===== config.mk =====
export PLATFORM = sky130hd
export DESIGN_NAME = rci_top
export DESIGN_NICKNAME = d
export VERILOG_FILES = /design/src/rci_pkg.sv /design/src/rci_top.sv
export VERILOG_INCLUDE_DIRS = /design/src /design/src/src
export SDC_FILE = /design/constraint.sdc
export NUM_CORES = 1
export LEC_CHECK = 0
export BUFFER_PORTS_ARGS = -buffer_cell sky130_fd_sc_hd__clkbuf_2
export CORE_AREA = 4 4 401 205
export CTS_CLUSTER_DIAMETER = 200
export CTS_CLUSTER_SIZE = 16
export DETAILED_ROUTE_END_ITERATION = 8
export DIE_AREA = 0 0 405 209
export MAX_ROUTING_LAYER = met4
export PLACE_DENSITY = 0.46
export SYNTH_ARGS = -nofsm -noshare
export SYNTH_HDL_FRONTEND = slang
export SYNTH_SLANG_ARGS = --single-unit

===== constraint.sdc =====
create_clock -name clock -period 9.5 [get_ports clock]
set_clock_uncertainty 0.05 [all_clocks]
set_input_delay 1.9 -clock clock [delete_from_list [all_inputs] [get_ports clock]]
set_output_delay 1.9 -clock clock [all_outputs]
set_load 0.05 [all_outputs]

===== src/rci_consts.svh =====
// Constants for the serial command interpreter
`ifndef RCI_CONSTS_SVH
`define RCI_CONSTS_SVH
`define RCI_CLOCK_HZ 40000000
`define RCI_BAUD_RUN 38400
`define RCI_BAUD_BOOT 19200
`define RCI_DIV_RUN ((`RCI_CLOCK_HZ + `RCI_BAUD_RUN / 2) / `RCI_BAUD_RUN)
`define RCI_DIV_BOOT ((`RCI_CLOCK_HZ + `RCI_BAUD_BOOT / 2) / `RCI_BAUD_BOOT)
`define RCI_HOLD_MS 1000
`define RCI_HOLD_CYCLES ((`RCI_CLOCK_HZ / 1000) * `RCI_HOLD_MS)
`define RCI_ADDR_CTRL 4'h0
`define RCI_ADDR_STATUS 4'h1
`define RCI_ADDR_MASK 4'h2
`define RCI_ADDR_SETTINGS 4'h3
`define RCI_ADDR_CALL_LO 4'h4
`define RCI_ADDR_CALL_HI 4'h5
`define RCI_CTRL_LEGACY 0
`define RCI_CTRL_PROG_DONE 1
`define RCI_CTRL_DEFAULTS 2
`define RCI_EV_ALARM 0
`define RCI_EV_MODE 1
`define RCI_EV_HOLD 2
`define RCI_EV_CALL 3
`define RCI_EV_POLL 4
`define RCI_EV_BAD 5
`define RCI_EV_BOOT 6
`define RCI_EV_W 7
`define RCI_MODE_COUNT 4
`define RCI_CALL_LEN 6
`define RCI_REC_LEN 64
`define RCI_CH_SEMI 8'h3B
`define RCI_CH_COLON 8'h3A
`define RCI_CH_QUERY 8'h3F
`define RCI_CH_COMMA 8'h2C
`define RCI_CH_SPACE 8'h20
`define RCI_CH_ZERO 8'h30
`endif


===== src/rci_pkg.sv =====
// Types for the serial command interpreter
package rci_pkg;
   typedef struct packed {
      logic [7:0] count;
      logic [15:0][7:0] text;
   } rci_field_type;
   // Measured values arrive preformatted as ASCII text, except range as a 2-bit code
   typedef struct packed {
      logic [8*9-1:0] power;
      logic [8*5-1:0] imped;
      logic [8*5-1:0] phase;
      logic [8*5-1:0] dbm;
      logic [8*4-1:0] swr;
      logic [1:0] range;
   } rci_meas_type;
   typedef enum logic [4:0] {
      PS_IDLE = 5'b00001,
      PS_CMD = 5'b00010,
      PS_CALL = 5'b00100,
      PS_END = 5'b01000,
      PS_BOOT = 5'b10000
   } rci_parse_type;
endpackage : rci_pkg


===== src/rci_top.sv =====
// Serial command interpreter with UART, record builder and bus slave
// What this block does
// - Link runs 38400 baud, 8 data, no parity, one stop, no handshake.
// - Alarm command steps set point off,1.5,2.0,2.5,3.0 cyclically.
// - Mode command steps mode selection to the next in its list.
// - Fast/slow command toggles fast response versus peak hold.
// - Callsign command carries six characters, stored as the callsign.
// - Poll reply is one semicolon-led comma record in fixed field order.
// - Alarm field encodes off as 0 and 1.5..3.0 as 1..4.
// - Range field: high 0, middle 1, low 2.
// - Hold field is 0 for fast and 1 for peak hold.
// - Callsign field always six characters, padded with spaces.
// - Legacy mode uses 19200 baud and omits dBm and SWR fields.
// - Firmware programming uses 19200 baud on the same port.
// - Mode held one second, released, then alarm press enters bootloader.
// - During programming after software reset a reset message is shown.
// - When programming completes the device restarts by itself.
// - Programming the data area restores factory calibration defaults.
//
// Added by the designer: the Avalon-MM register port and the register addresses.
`include "rci_consts.svh"
module rci_top import rci_pkg::*; #(
   parameter int CLOCK_HZ = `RCI_CLOCK_HZ,
   parameter int HOLD_CYCLES = (CLOCK_HZ / 1000) * `RCI_HOLD_MS
) (
   input wire logic clock,
   input wire logic reset_n,
   input wire logic rx_pin,
   output logic tx_pin,
   input wire logic mode_button,
   input wire logic alarm_button,
   input wire rci_meas_type meas,
   output logic [2:0] alarm_code,
   output logic [1:0] mode_sel,
   output logic peak_hold,
   output logic [47:0] callsign,
   output logic reset_message,
   output logic boot_mode,
   output logic restart_pulse,
   output logic load_defaults,
   output logic irq,
   input wire logic [3:0] avs_address,
   input wire logic avs_read,
   input wire logic avs_write,
   input wire logic [31:0] avs_writedata,
   output logic [31:0] avs_readdata,
   output logic avs_waitrequest
);
   // Dividers follow the clock so a slower clock keeps the baud rates
   localparam int DIV_RUN = (CLOCK_HZ + `RCI_BAUD_RUN / 2) / `RCI_BAUD_RUN;
   localparam int DIV_BOOT = (CLOCK_HZ + `RCI_BAUD_BOOT / 2) / `RCI_BAUD_BOOT;
   // Counters are 12 bits wide and need a few clocks per half bit
   if (HOLD_CYCLES < 2 || DIV_RUN < 4 || DIV_BOOT > 4095) begin : g_bad_param
      $error("Parameters out of range for this logic");
   end

   // Bit time for the current baud rate
   function automatic logic [11:0] bit_div(input logic slow);
      bit_div = slow ? 12'(DIV_BOOT) : 12'(DIV_RUN);
   endfunction : bit_div

   // Two-stage synchronisers for the pins
   logic [2:0] sync_a;
   logic [2:0] sync_b;
   always_ff @(posedge clock or negedge reset_n) begin
      if (!reset_n) begin
         sync_a <= 3'h1; // Idle levels: no false edge after reset
         sync_b <= 3'h1;
      end else begin
         sync_a <= {alarm_button, mode_button, rx_pin};
         sync_b <= sync_a;
      end
   end
   logic rx_s, mode_s, alarm_s;
   assign rx_s = sync_b[0];
   assign mode_s = sync_b[1];
   assign alarm_s = sync_b[2];

   logic legacy;
   logic slow;
   assign slow = legacy | boot_mode;

   // Receiver: start bit, 8 data, one stop, no parity
   logic [11:0] rx_cnt;
   logic [3:0] rx_bit;
   logic [7:0] rx_sh;
   logic rx_busy, rx_valid;
   always_ff @(posedge clock or negedge reset_n) begin
      if (!reset_n) begin
         rx_cnt <= 12'h000;
         rx_bit <= 4'h0;
         rx_sh <= 8'h00;
         rx_busy <= 1'b0;
         rx_valid <= 1'b0;
      end else begin
         rx_valid <= 1'b0;
         if (!rx_busy) begin
            if (!rx_s) begin
               rx_busy <= 1'b1;
               rx_bit <= 4'h0;
               rx_cnt <= bit_div(slow) >> 1; // Sample mid-bit
            end
         end else if (rx_cnt != 12'h000) begin
            rx_cnt <= rx_cnt - 12'h001;
         end else begin
            rx_cnt <= bit_div(slow) - 12'h001;
            rx_bit <= rx_bit + 4'h1;
            if (rx_bit == 4'h0 && rx_s) begin
               rx_busy <= 1'b0; // False start glitch
            end else if (rx_bit >= 4'h1 && rx_bit <= 4'h8) begin
               rx_sh <= {rx_s, rx_sh[7:1]};
            end else if (rx_bit == 4'h9) begin
               rx_busy <= 1'b0;
               rx_valid <= rx_s; // Framing error drops the byte
            end
         end
      end
   end

   // Command parser
   rci_parse_type pstate;
   logic [7:0] cmd;
   logic [2:0] call_idx;
   logic [47:0] call_buf;
   logic [`RCI_EV_W-1:0] ev;
   always_ff @(posedge clock or negedge reset_n) begin
      if (!reset_n) begin
         pstate <= PS_IDLE;
         cmd <= 8'h00;
         call_idx <= 3'h0;
         call_buf <= 48'h0;
      end else if (boot_mode) begin
         pstate <= PS_BOOT; // Loader owns the port
      end else if (rx_valid) begin
         unique case (pstate)
            PS_IDLE, PS_BOOT: begin
               if (rx_sh == `RCI_CH_SEMI || rx_sh == `RCI_CH_COLON)
                  pstate <= PS_CMD;
               else
                  pstate <= PS_IDLE;
            end
            PS_CMD: begin
               cmd <= rx_sh;
               call_idx <= 3'h0;
               pstate <= (rx_sh == 8'h43) ? PS_CALL : PS_END;
            end
            PS_CALL: begin
               call_buf <= {call_buf[39:0], rx_sh};
               call_idx <= call_idx + 3'h1;
               if (call_idx == 3'(`RCI_CALL_LEN - 1))
                  pstate <= PS_END;
            end
            PS_END: pstate <= PS_IDLE;
         endcase
      end
   end

   // Command events, one cycle each
   logic ended;
   assign ended = rx_valid && pstate == PS_END && !boot_mode &&
                  rx_sh == `RCI_CH_QUERY;
   always_comb begin
      ev = '0;
      if (ended) begin
         unique case (cmd)
            8'h41: ev[`RCI_EV_ALARM] = 1'b1;
            8'h4D: ev[`RCI_EV_MODE] = 1'b1;
            8'h46: ev[`RCI_EV_HOLD] = 1'b1;
            8'h43: ev[`RCI_EV_CALL] = 1'b1;
            8'h50: ev[`RCI_EV_POLL] = 1'b1;
            default: ev[`RCI_EV_BAD] = 1'b1;
         endcase
      end else if (rx_valid && pstate == PS_END) begin
         ev[`RCI_EV_BAD] = 1'b1;
      end
   end

   // Settings
   always_ff @(posedge clock or negedge reset_n) begin
      if (!reset_n) begin
         alarm_code <= 3'h0;
         mode_sel <= 2'h0;
         peak_hold <= 1'b0;
         callsign <= {6{`RCI_CH_SPACE}};
      end else begin
         if (ev[`RCI_EV_ALARM])
            alarm_code <= (alarm_code == 3'h4) ? 3'h0 : alarm_code + 3'h1;
         if (ev[`RCI_EV_MODE])
            mode_sel <= mode_sel + 2'h1;
         if (ev[`RCI_EV_HOLD])
            peak_hold <= !peak_hold;
         if (ev[`RCI_EV_CALL])
            callsign <= call_buf;
      end
   end

   // Reply record buffer, filled on poll
   logic [7:0] rec [0:`RCI_REC_LEN-1];
   logic [6:0] rec_len;
   logic [6:0] tx_idx;
   logic tx_active;
   always_ff @(posedge clock) begin
      if (ev[`RCI_EV_POLL] && !tx_active) begin
         for (int i = 0; i < 9; i++)
            rec[1+i] <= meas.power[8*(8-i) +: 8];
         rec[0] <= `RCI_CH_SEMI;
         rec[10] <= `RCI_CH_COMMA;
         for (int i = 0; i < 5; i++) begin
            rec[11+i] <= meas.imped[8*(4-i) +: 8];
            rec[17+i] <= meas.phase[8*(4-i) +: 8];
            rec[40+i] <= meas.dbm[8*(4-i) +: 8];
         end
         rec[16] <= `RCI_CH_COMMA;
         rec[22] <= `RCI_CH_COMMA;
         rec[23] <= `RCI_CH_ZERO + {5'h0, alarm_code};
         rec[24] <= `RCI_CH_COMMA;
         for (int i = 0; i < 6; i++)
            rec[25+i] <= callsign[8*(5-i) +: 8];
         rec[31] <= `RCI_CH_COMMA;
         rec[32] <= `RCI_CH_ZERO + {6'h0, meas.range};
         rec[33] <= `RCI_CH_COMMA;
         rec[34] <= `RCI_CH_ZERO + {7'h0, peak_hold};
         rec[35] <= 8'h0D;
         rec[36] <= 8'h0D;
         rec[37] <= 8'h0D;
         rec[38] <= 8'h0D;
         rec[39] <= `RCI_CH_COMMA;
         rec[45] <= `RCI_CH_COMMA;
         for (int i = 0; i < 4; i++)
            rec[46+i] <= meas.swr[8*(3-i) +: 8];
      end
   end
   // Legacy record stops after hold field
   always_ff @(posedge clock or negedge reset_n) begin
      if (!reset_n)
         rec_len <= 7'h00;
      else if (ev[`RCI_EV_POLL] && !tx_active)
         rec_len <= legacy ? 7'd35 : 7'd50;
   end

   // Transmitter walks the record: skips index 35..38 padding
   logic [11:0] tx_cnt;
   logic [3:0] tx_bit;
   logic [9:0] tx_sh;
   always_ff @(posedge clock or negedge reset_n) begin
      if (!reset_n) begin
         tx_active <= 1'b0;
         tx_idx <= 7'h00;
         tx_cnt <= 12'h000;
         tx_bit <= 4'h0;
         tx_sh <= 10'h3FF;
         tx_pin <= 1'b1;
      end else if (!tx_active) begin
         tx_pin <= 1'b1;
         if (ev[`RCI_EV_POLL]) begin
            tx_active <= 1'b1;
            tx_idx <= 7'h00;
            tx_bit <= 4'hA; // Load on next step
            tx_cnt <= 12'h000;
         end
      end else if (tx_cnt != 12'h000) begin
         tx_cnt <= tx_cnt - 12'h001;
      end else if (tx_bit == 4'hA) begin
         if (tx_idx == rec_len) begin
            tx_active <= 1'b0;
         end else if (tx_idx >= 7'd35 && tx_idx <= 7'd38) begin
            tx_idx <= tx_idx + 7'h1;
         end else begin
            tx_sh <= {1'b1, rec[tx_idx[5:0]], 1'b0};
            tx_idx <= tx_idx + 7'h1;
            tx_bit <= 4'h0;
         end
      end else begin
         tx_pin <= tx_sh[0];
         tx_sh <= {1'b1, tx_sh[9:1]};
         tx_bit <= tx_bit + 4'h1;
         tx_cnt <= bit_div(slow) - 12'h001;
      end
   end

   // Button sequence into the bootloader
   logic [31:0] hold_cnt;
   logic in_setup, mode_prev, alarm_prev;
   always_ff @(posedge clock or negedge reset_n) begin
      if (!reset_n) begin
         hold_cnt <= 32'h0;
         in_setup <= 1'b0;
         mode_prev <= 1'b0;
         alarm_prev <= 1'b0;
      end else begin
         mode_prev <= mode_s;
         alarm_prev <= alarm_s;
         if (mode_s && hold_cnt < 32'(HOLD_CYCLES))
            hold_cnt <= hold_cnt + 32'h1;
         else if (!mode_s)
            hold_cnt <= 32'h0;
         if (!mode_s && mode_prev && hold_cnt >= 32'(HOLD_CYCLES))
            in_setup <= 1'b1;
         else if (boot_mode)
            in_setup <= 1'b0;
      end
   end
   logic boot_req;
   assign boot_req = in_setup && !mode_s && alarm_s && !alarm_prev;

   // Bootloader session
   logic prog_done_pulse, defaults_req;
   always_ff @(posedge clock or negedge reset_n) begin
      if (!reset_n) begin
         boot_mode <= 1'b0;
         reset_message <= 1'b0;
         restart_pulse <= 1'b0;
         load_defaults <= 1'b0;
      end else begin
         restart_pulse <= 1'b0;
         load_defaults <= 1'b0;
         if (boot_req && !boot_mode) begin
            boot_mode <= 1'b1;
            reset_message <= 1'b1;
         end else if (boot_mode && prog_done_pulse) begin
            boot_mode <= 1'b0;
            reset_message <= 1'b0;
            restart_pulse <= 1'b1;
            load_defaults <= defaults_req;
         end
      end
   end

   // Bus slave: one wait cycle, then answer
   logic [`RCI_EV_W-1:0] status, mask;
   logic [`RCI_EV_W-1:0] ev_all;
   logic acc_done;
   logic rd_status;
   assign ev_all = {boot_req, ev[5:0]};
   assign rd_status = avs_read && acc_done &&
                      avs_address == `RCI_ADDR_STATUS;
   always_ff @(posedge clock or negedge reset_n) begin
      if (!reset_n) begin
         acc_done <= 1'b0;
         avs_waitrequest <= 1'b1;
         avs_readdata <= 32'h0;
         legacy <= 1'b0;
         defaults_req <= 1'b0;
         prog_done_pulse <= 1'b0;
         mask <= '0;
      end else begin
         prog_done_pulse <= 1'b0;
         acc_done <= (avs_read || avs_write) && !acc_done;
         avs_waitrequest <= !((avs_read || avs_write) && !acc_done);
         if (avs_read && !acc_done) begin
            unique case (avs_address)
               `RCI_ADDR_CTRL:
                  avs_readdata <= {30'h0, defaults_req, legacy};
               `RCI_ADDR_STATUS:
                  avs_readdata <= {25'h0, status};
               `RCI_ADDR_MASK:
                  avs_readdata <= {25'h0, mask};
               `RCI_ADDR_SETTINGS:
                  avs_readdata <= {24'h0, boot_mode, peak_hold,
                                   mode_sel, 1'b0, alarm_code};
               `RCI_ADDR_CALL_LO:
                  avs_readdata <= callsign[31:0];
               `RCI_ADDR_CALL_HI:
                  avs_readdata <= {16'h0, callsign[47:32]};
               default: avs_readdata <= 32'h0;
            endcase
         end
         if (avs_write && acc_done) begin
            if (avs_address == `RCI_ADDR_CTRL) begin
               legacy <= avs_writedata[`RCI_CTRL_LEGACY];
               defaults_req <= avs_writedata[`RCI_CTRL_DEFAULTS];
               prog_done_pulse <= avs_writedata[`RCI_CTRL_PROG_DONE];
            end
            if (avs_address == `RCI_ADDR_MASK)
               mask <= avs_writedata[`RCI_EV_W-1:0];
         end
      end
   end

   // Sticky status; a new event beats the read-clear, which clears only
   // the bits that the read returned, so no event slips through
   logic [`RCI_EV_W-1:0] next_status;
   assign next_status = ev_all | (rd_status ?
      status & ~avs_readdata[`RCI_EV_W-1:0] : status);
   always_ff @(posedge clock or negedge reset_n) begin
      if (!reset_n) begin
         status <= '0;
         irq <= 1'b0;
      end else begin
         status <= next_status;
         irq <= |(next_status & mask);
      end
   end
endmodule : rci_top


# --- Word-level counts from Yosys, hierarchy flattened ---
# Memory sizes are Yosys's and may differ from the RTL's.
# Cells that the tools add are included.
# Widths: inputs -> output; s select.
totals:
  ramBits: 512
  output_inout_bits: 93
  inputBits: 269
  wordCells: 236
  n_memories: 1
  regBits: 282
memory_table:
  columns: ["name", "depth", "word_bits", "read_ports", "rd_ports_with_merged_regs", "wr", "line", "text"]
  rows:
  - ["rec", 64, 8, 1, 0, 50, "rci_top.sv:198", "logic [7:0] rec [0:`RCI_REC_LEN-1];"]
classes:
  n_eq_ne: 37
  reduce_logical: 54
  bitwise: 9
  order_cmp: 6
  n_addsub: 13
  muxes: 78
op_table:
  columns: ["operator", "n"]
  rows:
  - ["$pmux 32 s6", 1]
  - ["$mux 12", 8]
  - ["$mux 32", 2]
  - ["$eq 8x7->1 const B", 6]
  - ["$mux 7", 6]
  - ["$mux 4", 10]
  - ["$mux 1", 39]
  - ["$sub 12x1->12 const B", 3]
  - ["$add 32x1->32 const B", 1]
  - ["$ge 32x26->1 const B", 1]
  - ["$lt 32x26->1 const B", 1]
  - ["$mux 10", 3]
  - ["$mux 5", 5]
  - ["$eq 8x6->1 const B", 3]
  - ["$reduce_bool 12->1", 2]
  - ["$logic_and 1x1->1", 20]
  - ["$pmux 5 s4", 1]
  - ["$reduce_and 4->1", 4]
  - ["$and 7x7->7", 2]
  - ["$ne 2x2->1 const B", 6]
  - ["$ne 3x3->1 const B", 4]
  - ["$reduce_and 2->1", 6]
  - ["$reduce_bool 2->1", 5]
  - ["$reduce_and 3->1", 3]
  - ["36 further kinds", 55]

# --- Logic depth before layout (Yosys ltp) ---
depth:
  ltp_word: 8
  mapped_depth: 13
  depth_no_buf: 8

# --- Least setup slack after synthesis ---
# OpenSTA, ideal clock, no wires.
synth_path:
  kind: "reg-to-reg"
  startpoint: "register boot_mode"
  endpoint: "memory rec[11][0], enable pin"
  path_slack_ns: 1.409
  path_buffers: 1
  path_stages_with_launch: 7
  synth_period_minus_slack_ns: 8.091
  required_ns: 8.820
  setup_ns: 0.630
  t_arrival_ns: 7.410
  path_cell_list: "dfrtp_1 > and4b_1 > nand4_1 > or2_2 > or3_1 > clkbuf_1 > inv_1"
synth_lines:
  columns: ["element", "line", "text"]
  rows:
  - ["from (decl)", "rci_top.sv:38", "output logic boot_mode,"]
  - ["from (signal assigned)", "rci_top.sv:310", "boot_mode <= 1'b0;"]
  - ["from (signal assigned)", "rci_top.sv:318", "boot_mode <= 1'b1;"]
  - ["from (signal assigned)", "rci_top.sv:321", "boot_mode <= 1'b0;"]
  - ["to (decl)", "rci_top.sv:198", null]

==> impl_summary.md <==
Place
The post-DP HPWL is 52,900 um. Port buffering added about 340 buffers. Routability-driven placement finished with a final weighted congestion of approximately 0.84.

The cell count after placement is about 3,000.

Clocking
Buffers inserted during clock tree synthesis total 40. The clock net in this run drives a total of roughly 560 sinks. In this run, post-CTS hold repair placed 0 buffers.

The number of setup buffers added after CTS is 0. The clock insertion delay at the later pin of the skew report is between 0.6 and 0.7 ns. The CTS clock-pin slew for the worst setup and hold paths is 0.08 ns.

The number of gates given a new drive strength after cts is 0. The maximum level of the CTS H-tree is 2. Clock tree synthesis selected as its root buffer the cell clkbuf_16. The TritonCTS clock tree is built. The number of buffers on the longest clock path is 3.

STA
Hold timing on the final database bottoms out at a slack of 0.308 ns. The worst-case headroom to the max-slew limit is between 20% and 30%. The final count of hold timing violations was 0.

The sum of negative setup slack is 0 ns. Setup repair after global routing left no endpoint under its margin. The period utilization is a little under half. Subtracting the final worst setup slack from the clock period gives around 4.6 ns.

The final-report setup violation count is 0. For this run, the top clock speed supported by timing is approximately 220 MHz. The transition time at the pin with the least slew margin is 1.08 ns. The total count of max-transition violations in the final report was 0.

Critical path
The critical path is of the reg2reg type. The startpoint of the most critical register-to-register path is rx_sh[7]. The number of cell instances on the worst register-to-register path is 6. The signal on the critical path passes through and4bb_2 > nand4_1 > or2_2 > or3_1 > inv_8 > buf_12. The peak per-stage delay on the critical path is about 0.73 ns. The critical-path cell with the highest stage delay is inv_8. Grouping stages by cell kind, the critical path spends the most delay in simple AND/OR/NAND/NOR gates. For the worst setup path, the data required time is between 9 and 10 ns. In this run the worst path has a maximum fanout of 161. The startpoint type of the worst setup path is a flip-flop. The count of buffering cells on the critical path with inverters included is 2. STA classifies the critical path endpoint as a flip-flop. The data arrival time of the worst path is around 4.7 ns. The capture instance of the worst register-to-register path is rec[42][6]. Across all register-to-register paths, the minimum setup slack is between 4 and 5 ns.

GRT
The global-route wire length before repair is approximately 110,000 um. Entering global routing, the biggest net connects 162 pins. The combined global-route utilization of all metal layers is between 10% and 20%. The via count of the first global-routing pass is ~16,000. The number of antenna violations at the first check in global routing is 8. The aggregate global routing overflow is 0.

Synthesis
The commonest cells after synthesis are edfxtp_1, dfrtp_1, mux2_2. For this run, the leading register cell type out of synthesis is edfxtp_1. Summed over all instances, the cell type with the most area after synthesis is edfxtp_1.

After synthesis the netlist holds a flip-flop and latch count of 555. The instance count of the mapped netlist is around 1,700. Of the post-synthesis cell area, the dominant cell type holds about 36%. Counting flops with a built-in enable in the synthesized netlist gives 278.

The mapped netlist covers approximately 0.023 mm2. The most common cell in the synthesized netlist is edfxtp_1. The net count after synthesis is around 2,000. For this run, the number of Yosys warnings is 0. Of all flip-flops after synthesis, the portion carrying an async set or reset was between 40 and 50%. By area the synthesized netlist is led by edfxtp_1, dfrtp_1, mux2_2.

A synthesized cell averages approximately 14 um2. The fraction of the yosys area taken by sequential cells is between 60% and 70%. The unique cell type count in the Yosys netlist is between 80 and 90.

Die
The placement row count is 73. The floorplan step set the die width to about 410 um. The count of boundary I/O pins is 362. Once the floorplan was initialized, standard cells occupied a little under 30% of the core. The placeable core region is ~0.079 mm2.

The die covers ~0.085 mm2. The die span in y is between 200 and 250 um.

Detailed routing
The number of nets with antenna violations after detailed routing is 0. The number of vias per cell is just over 5. After detailed routing, the total wire length is between 70,000 and 80,000 um. The initial DRC count is 1,450. The number of iterations in the first detailed-routing pass is 5. After detailed routing, the number of remaining DRC violations is 0.

The detailed router placed 15,700 vias in this run. In the final routed layout, each cell accounts on average for about 24 um.

Worst hold path
The path class of the tightest hold or removal check is reg2reg. Along the worst hold path, the cell count comes to 0. The worst hold path terminates at sync_b[0].

In this run the most critical hold path is launched from sync_a[0].

Pwr
In this run the power density over the cells is ~160 mW/mm2. IR analysis of the VDD net gives a maximum drop of 0.125 mV. The reported leakage power is between 10 and 15 nW.

Final layout
The number of nets in the layout is 2,273. The number of cells in the finished layout apart from fillers is roughly 3,100. From synthesis to final layout, the design area changed by 17.1%. The fraction of final layout cells with drive strength greater than 1 is between 30% and 40%.

Flow run
The reported max-cap violation count is 0.

Outcome
The run finished with clean final reports.
-- worst max-delay path by stage --
stage,from,endpoint,slack [ns],cells after the start
after detailed placement,rx_sh[7],rec[6][2],5.03,6
final,rx_sh[7],rec[42][6],4.95,6
after global routing,rx_sh[7],rec[42][6],4.73,6
after global placement,rx_sh[7],rec[6][2],5.13,6
after floorplan,boot_mode,rec[11][0],1.41,6
after CTS,rx_sh[7],rec[43][6],4.99,6
-- report_power, final --
part | internal, mW | switching [mW]
Combinational | 0.0546 | 0.0779
Clock | 0.821 | 0.883
Sequential | 2.54 | 0.0153
Total | 3.41 | 0.976
-- per-stage QoR --
stage | area, um2 | power [mW] | worst slack, ns | util (%)
global placement | 26300 | 2.73 | 5.13 | 33.4
global route | 27500 | 4.56 | 4.73 | 34.9
CTS | 27400 | 4.46 | 4.99 | 34.8
detailed placement | 26300 | 2.74 | 5.03 | 33.4
finish | 27500 | 4.39 | 4.95 | 34.9
floorplan | 23400 | 2.64 | 1.41 | -
-- cell type report --
type	count	area, um2
antenna	5	12.5
clock buffer	68	1130
clock inverter	3	46.3
sequential	555	15300
tap	1050	1310
timing repair buffer	357	1860
fill	7688	51300
inverter	41	161
multi-input combinational	994	7620
-- cells in the final DEF, fill, tap and decap left out, types with 23 or more instances in the layout --
cell	synthesis	final
inv_1	39	38
mux2_2	148	148
mux2i_1	46	46
nand3_1	44	44
mux4_2	26	26
nor3_1	24	23
clkbuf_16	0	41
edfxtp_1	278	278
a22oi_1	24	24
nor2_1	65	65
clkbuf_1	65	27
o21ai_0	84	84
dfrtp_1	257	254
nand2_1	123	123
clkbuf_2	0	335
a21oi_1	49	49
-- state kept, by name, indices dropped and copies added (netlist names), 4 cells and up --
signal        cells
callsign         48
tx_idx            7
cmd               8
pstate            5
tx_bit            4
rec             278
rx_sh             8
mask              7
rx_bit            4
rx_cnt           12
tx_sh             9
tx_cnt           12
avs_readdata     32
status            7
hold_cnt         32
call_buf         48
-- per-layer routing --
| layer | up-vias | track usage (%) | part of all wire (%) |
|---|---|---|---|
| met1 | 8183 | 25.7 | 49 |
| met5 | - | - | 0 |
| met2 | 445 | 24.6 | 42 |
| met4 | 0 | 3.90 | 1.8 |
| met3 | 79 | 4.60 | 7.0 |
| li1 | 7015 | - | - |
-- kinds of logic after synthesis --
logic type                 count (synthesis)  synth area share (%)
and+or+nand+nor                          403                  9.08
DFF                                      555                  65.3
AOI/OAI and AO/OA                        321                  9.56
adders and majority gates                 15                 0.801
muxes                                    220                  11.6
buffers and inverters                    133                  2.39
xor gates and xnor gates                  35                  1.31
Note: power is estimated with default switching activity, not from simulation.
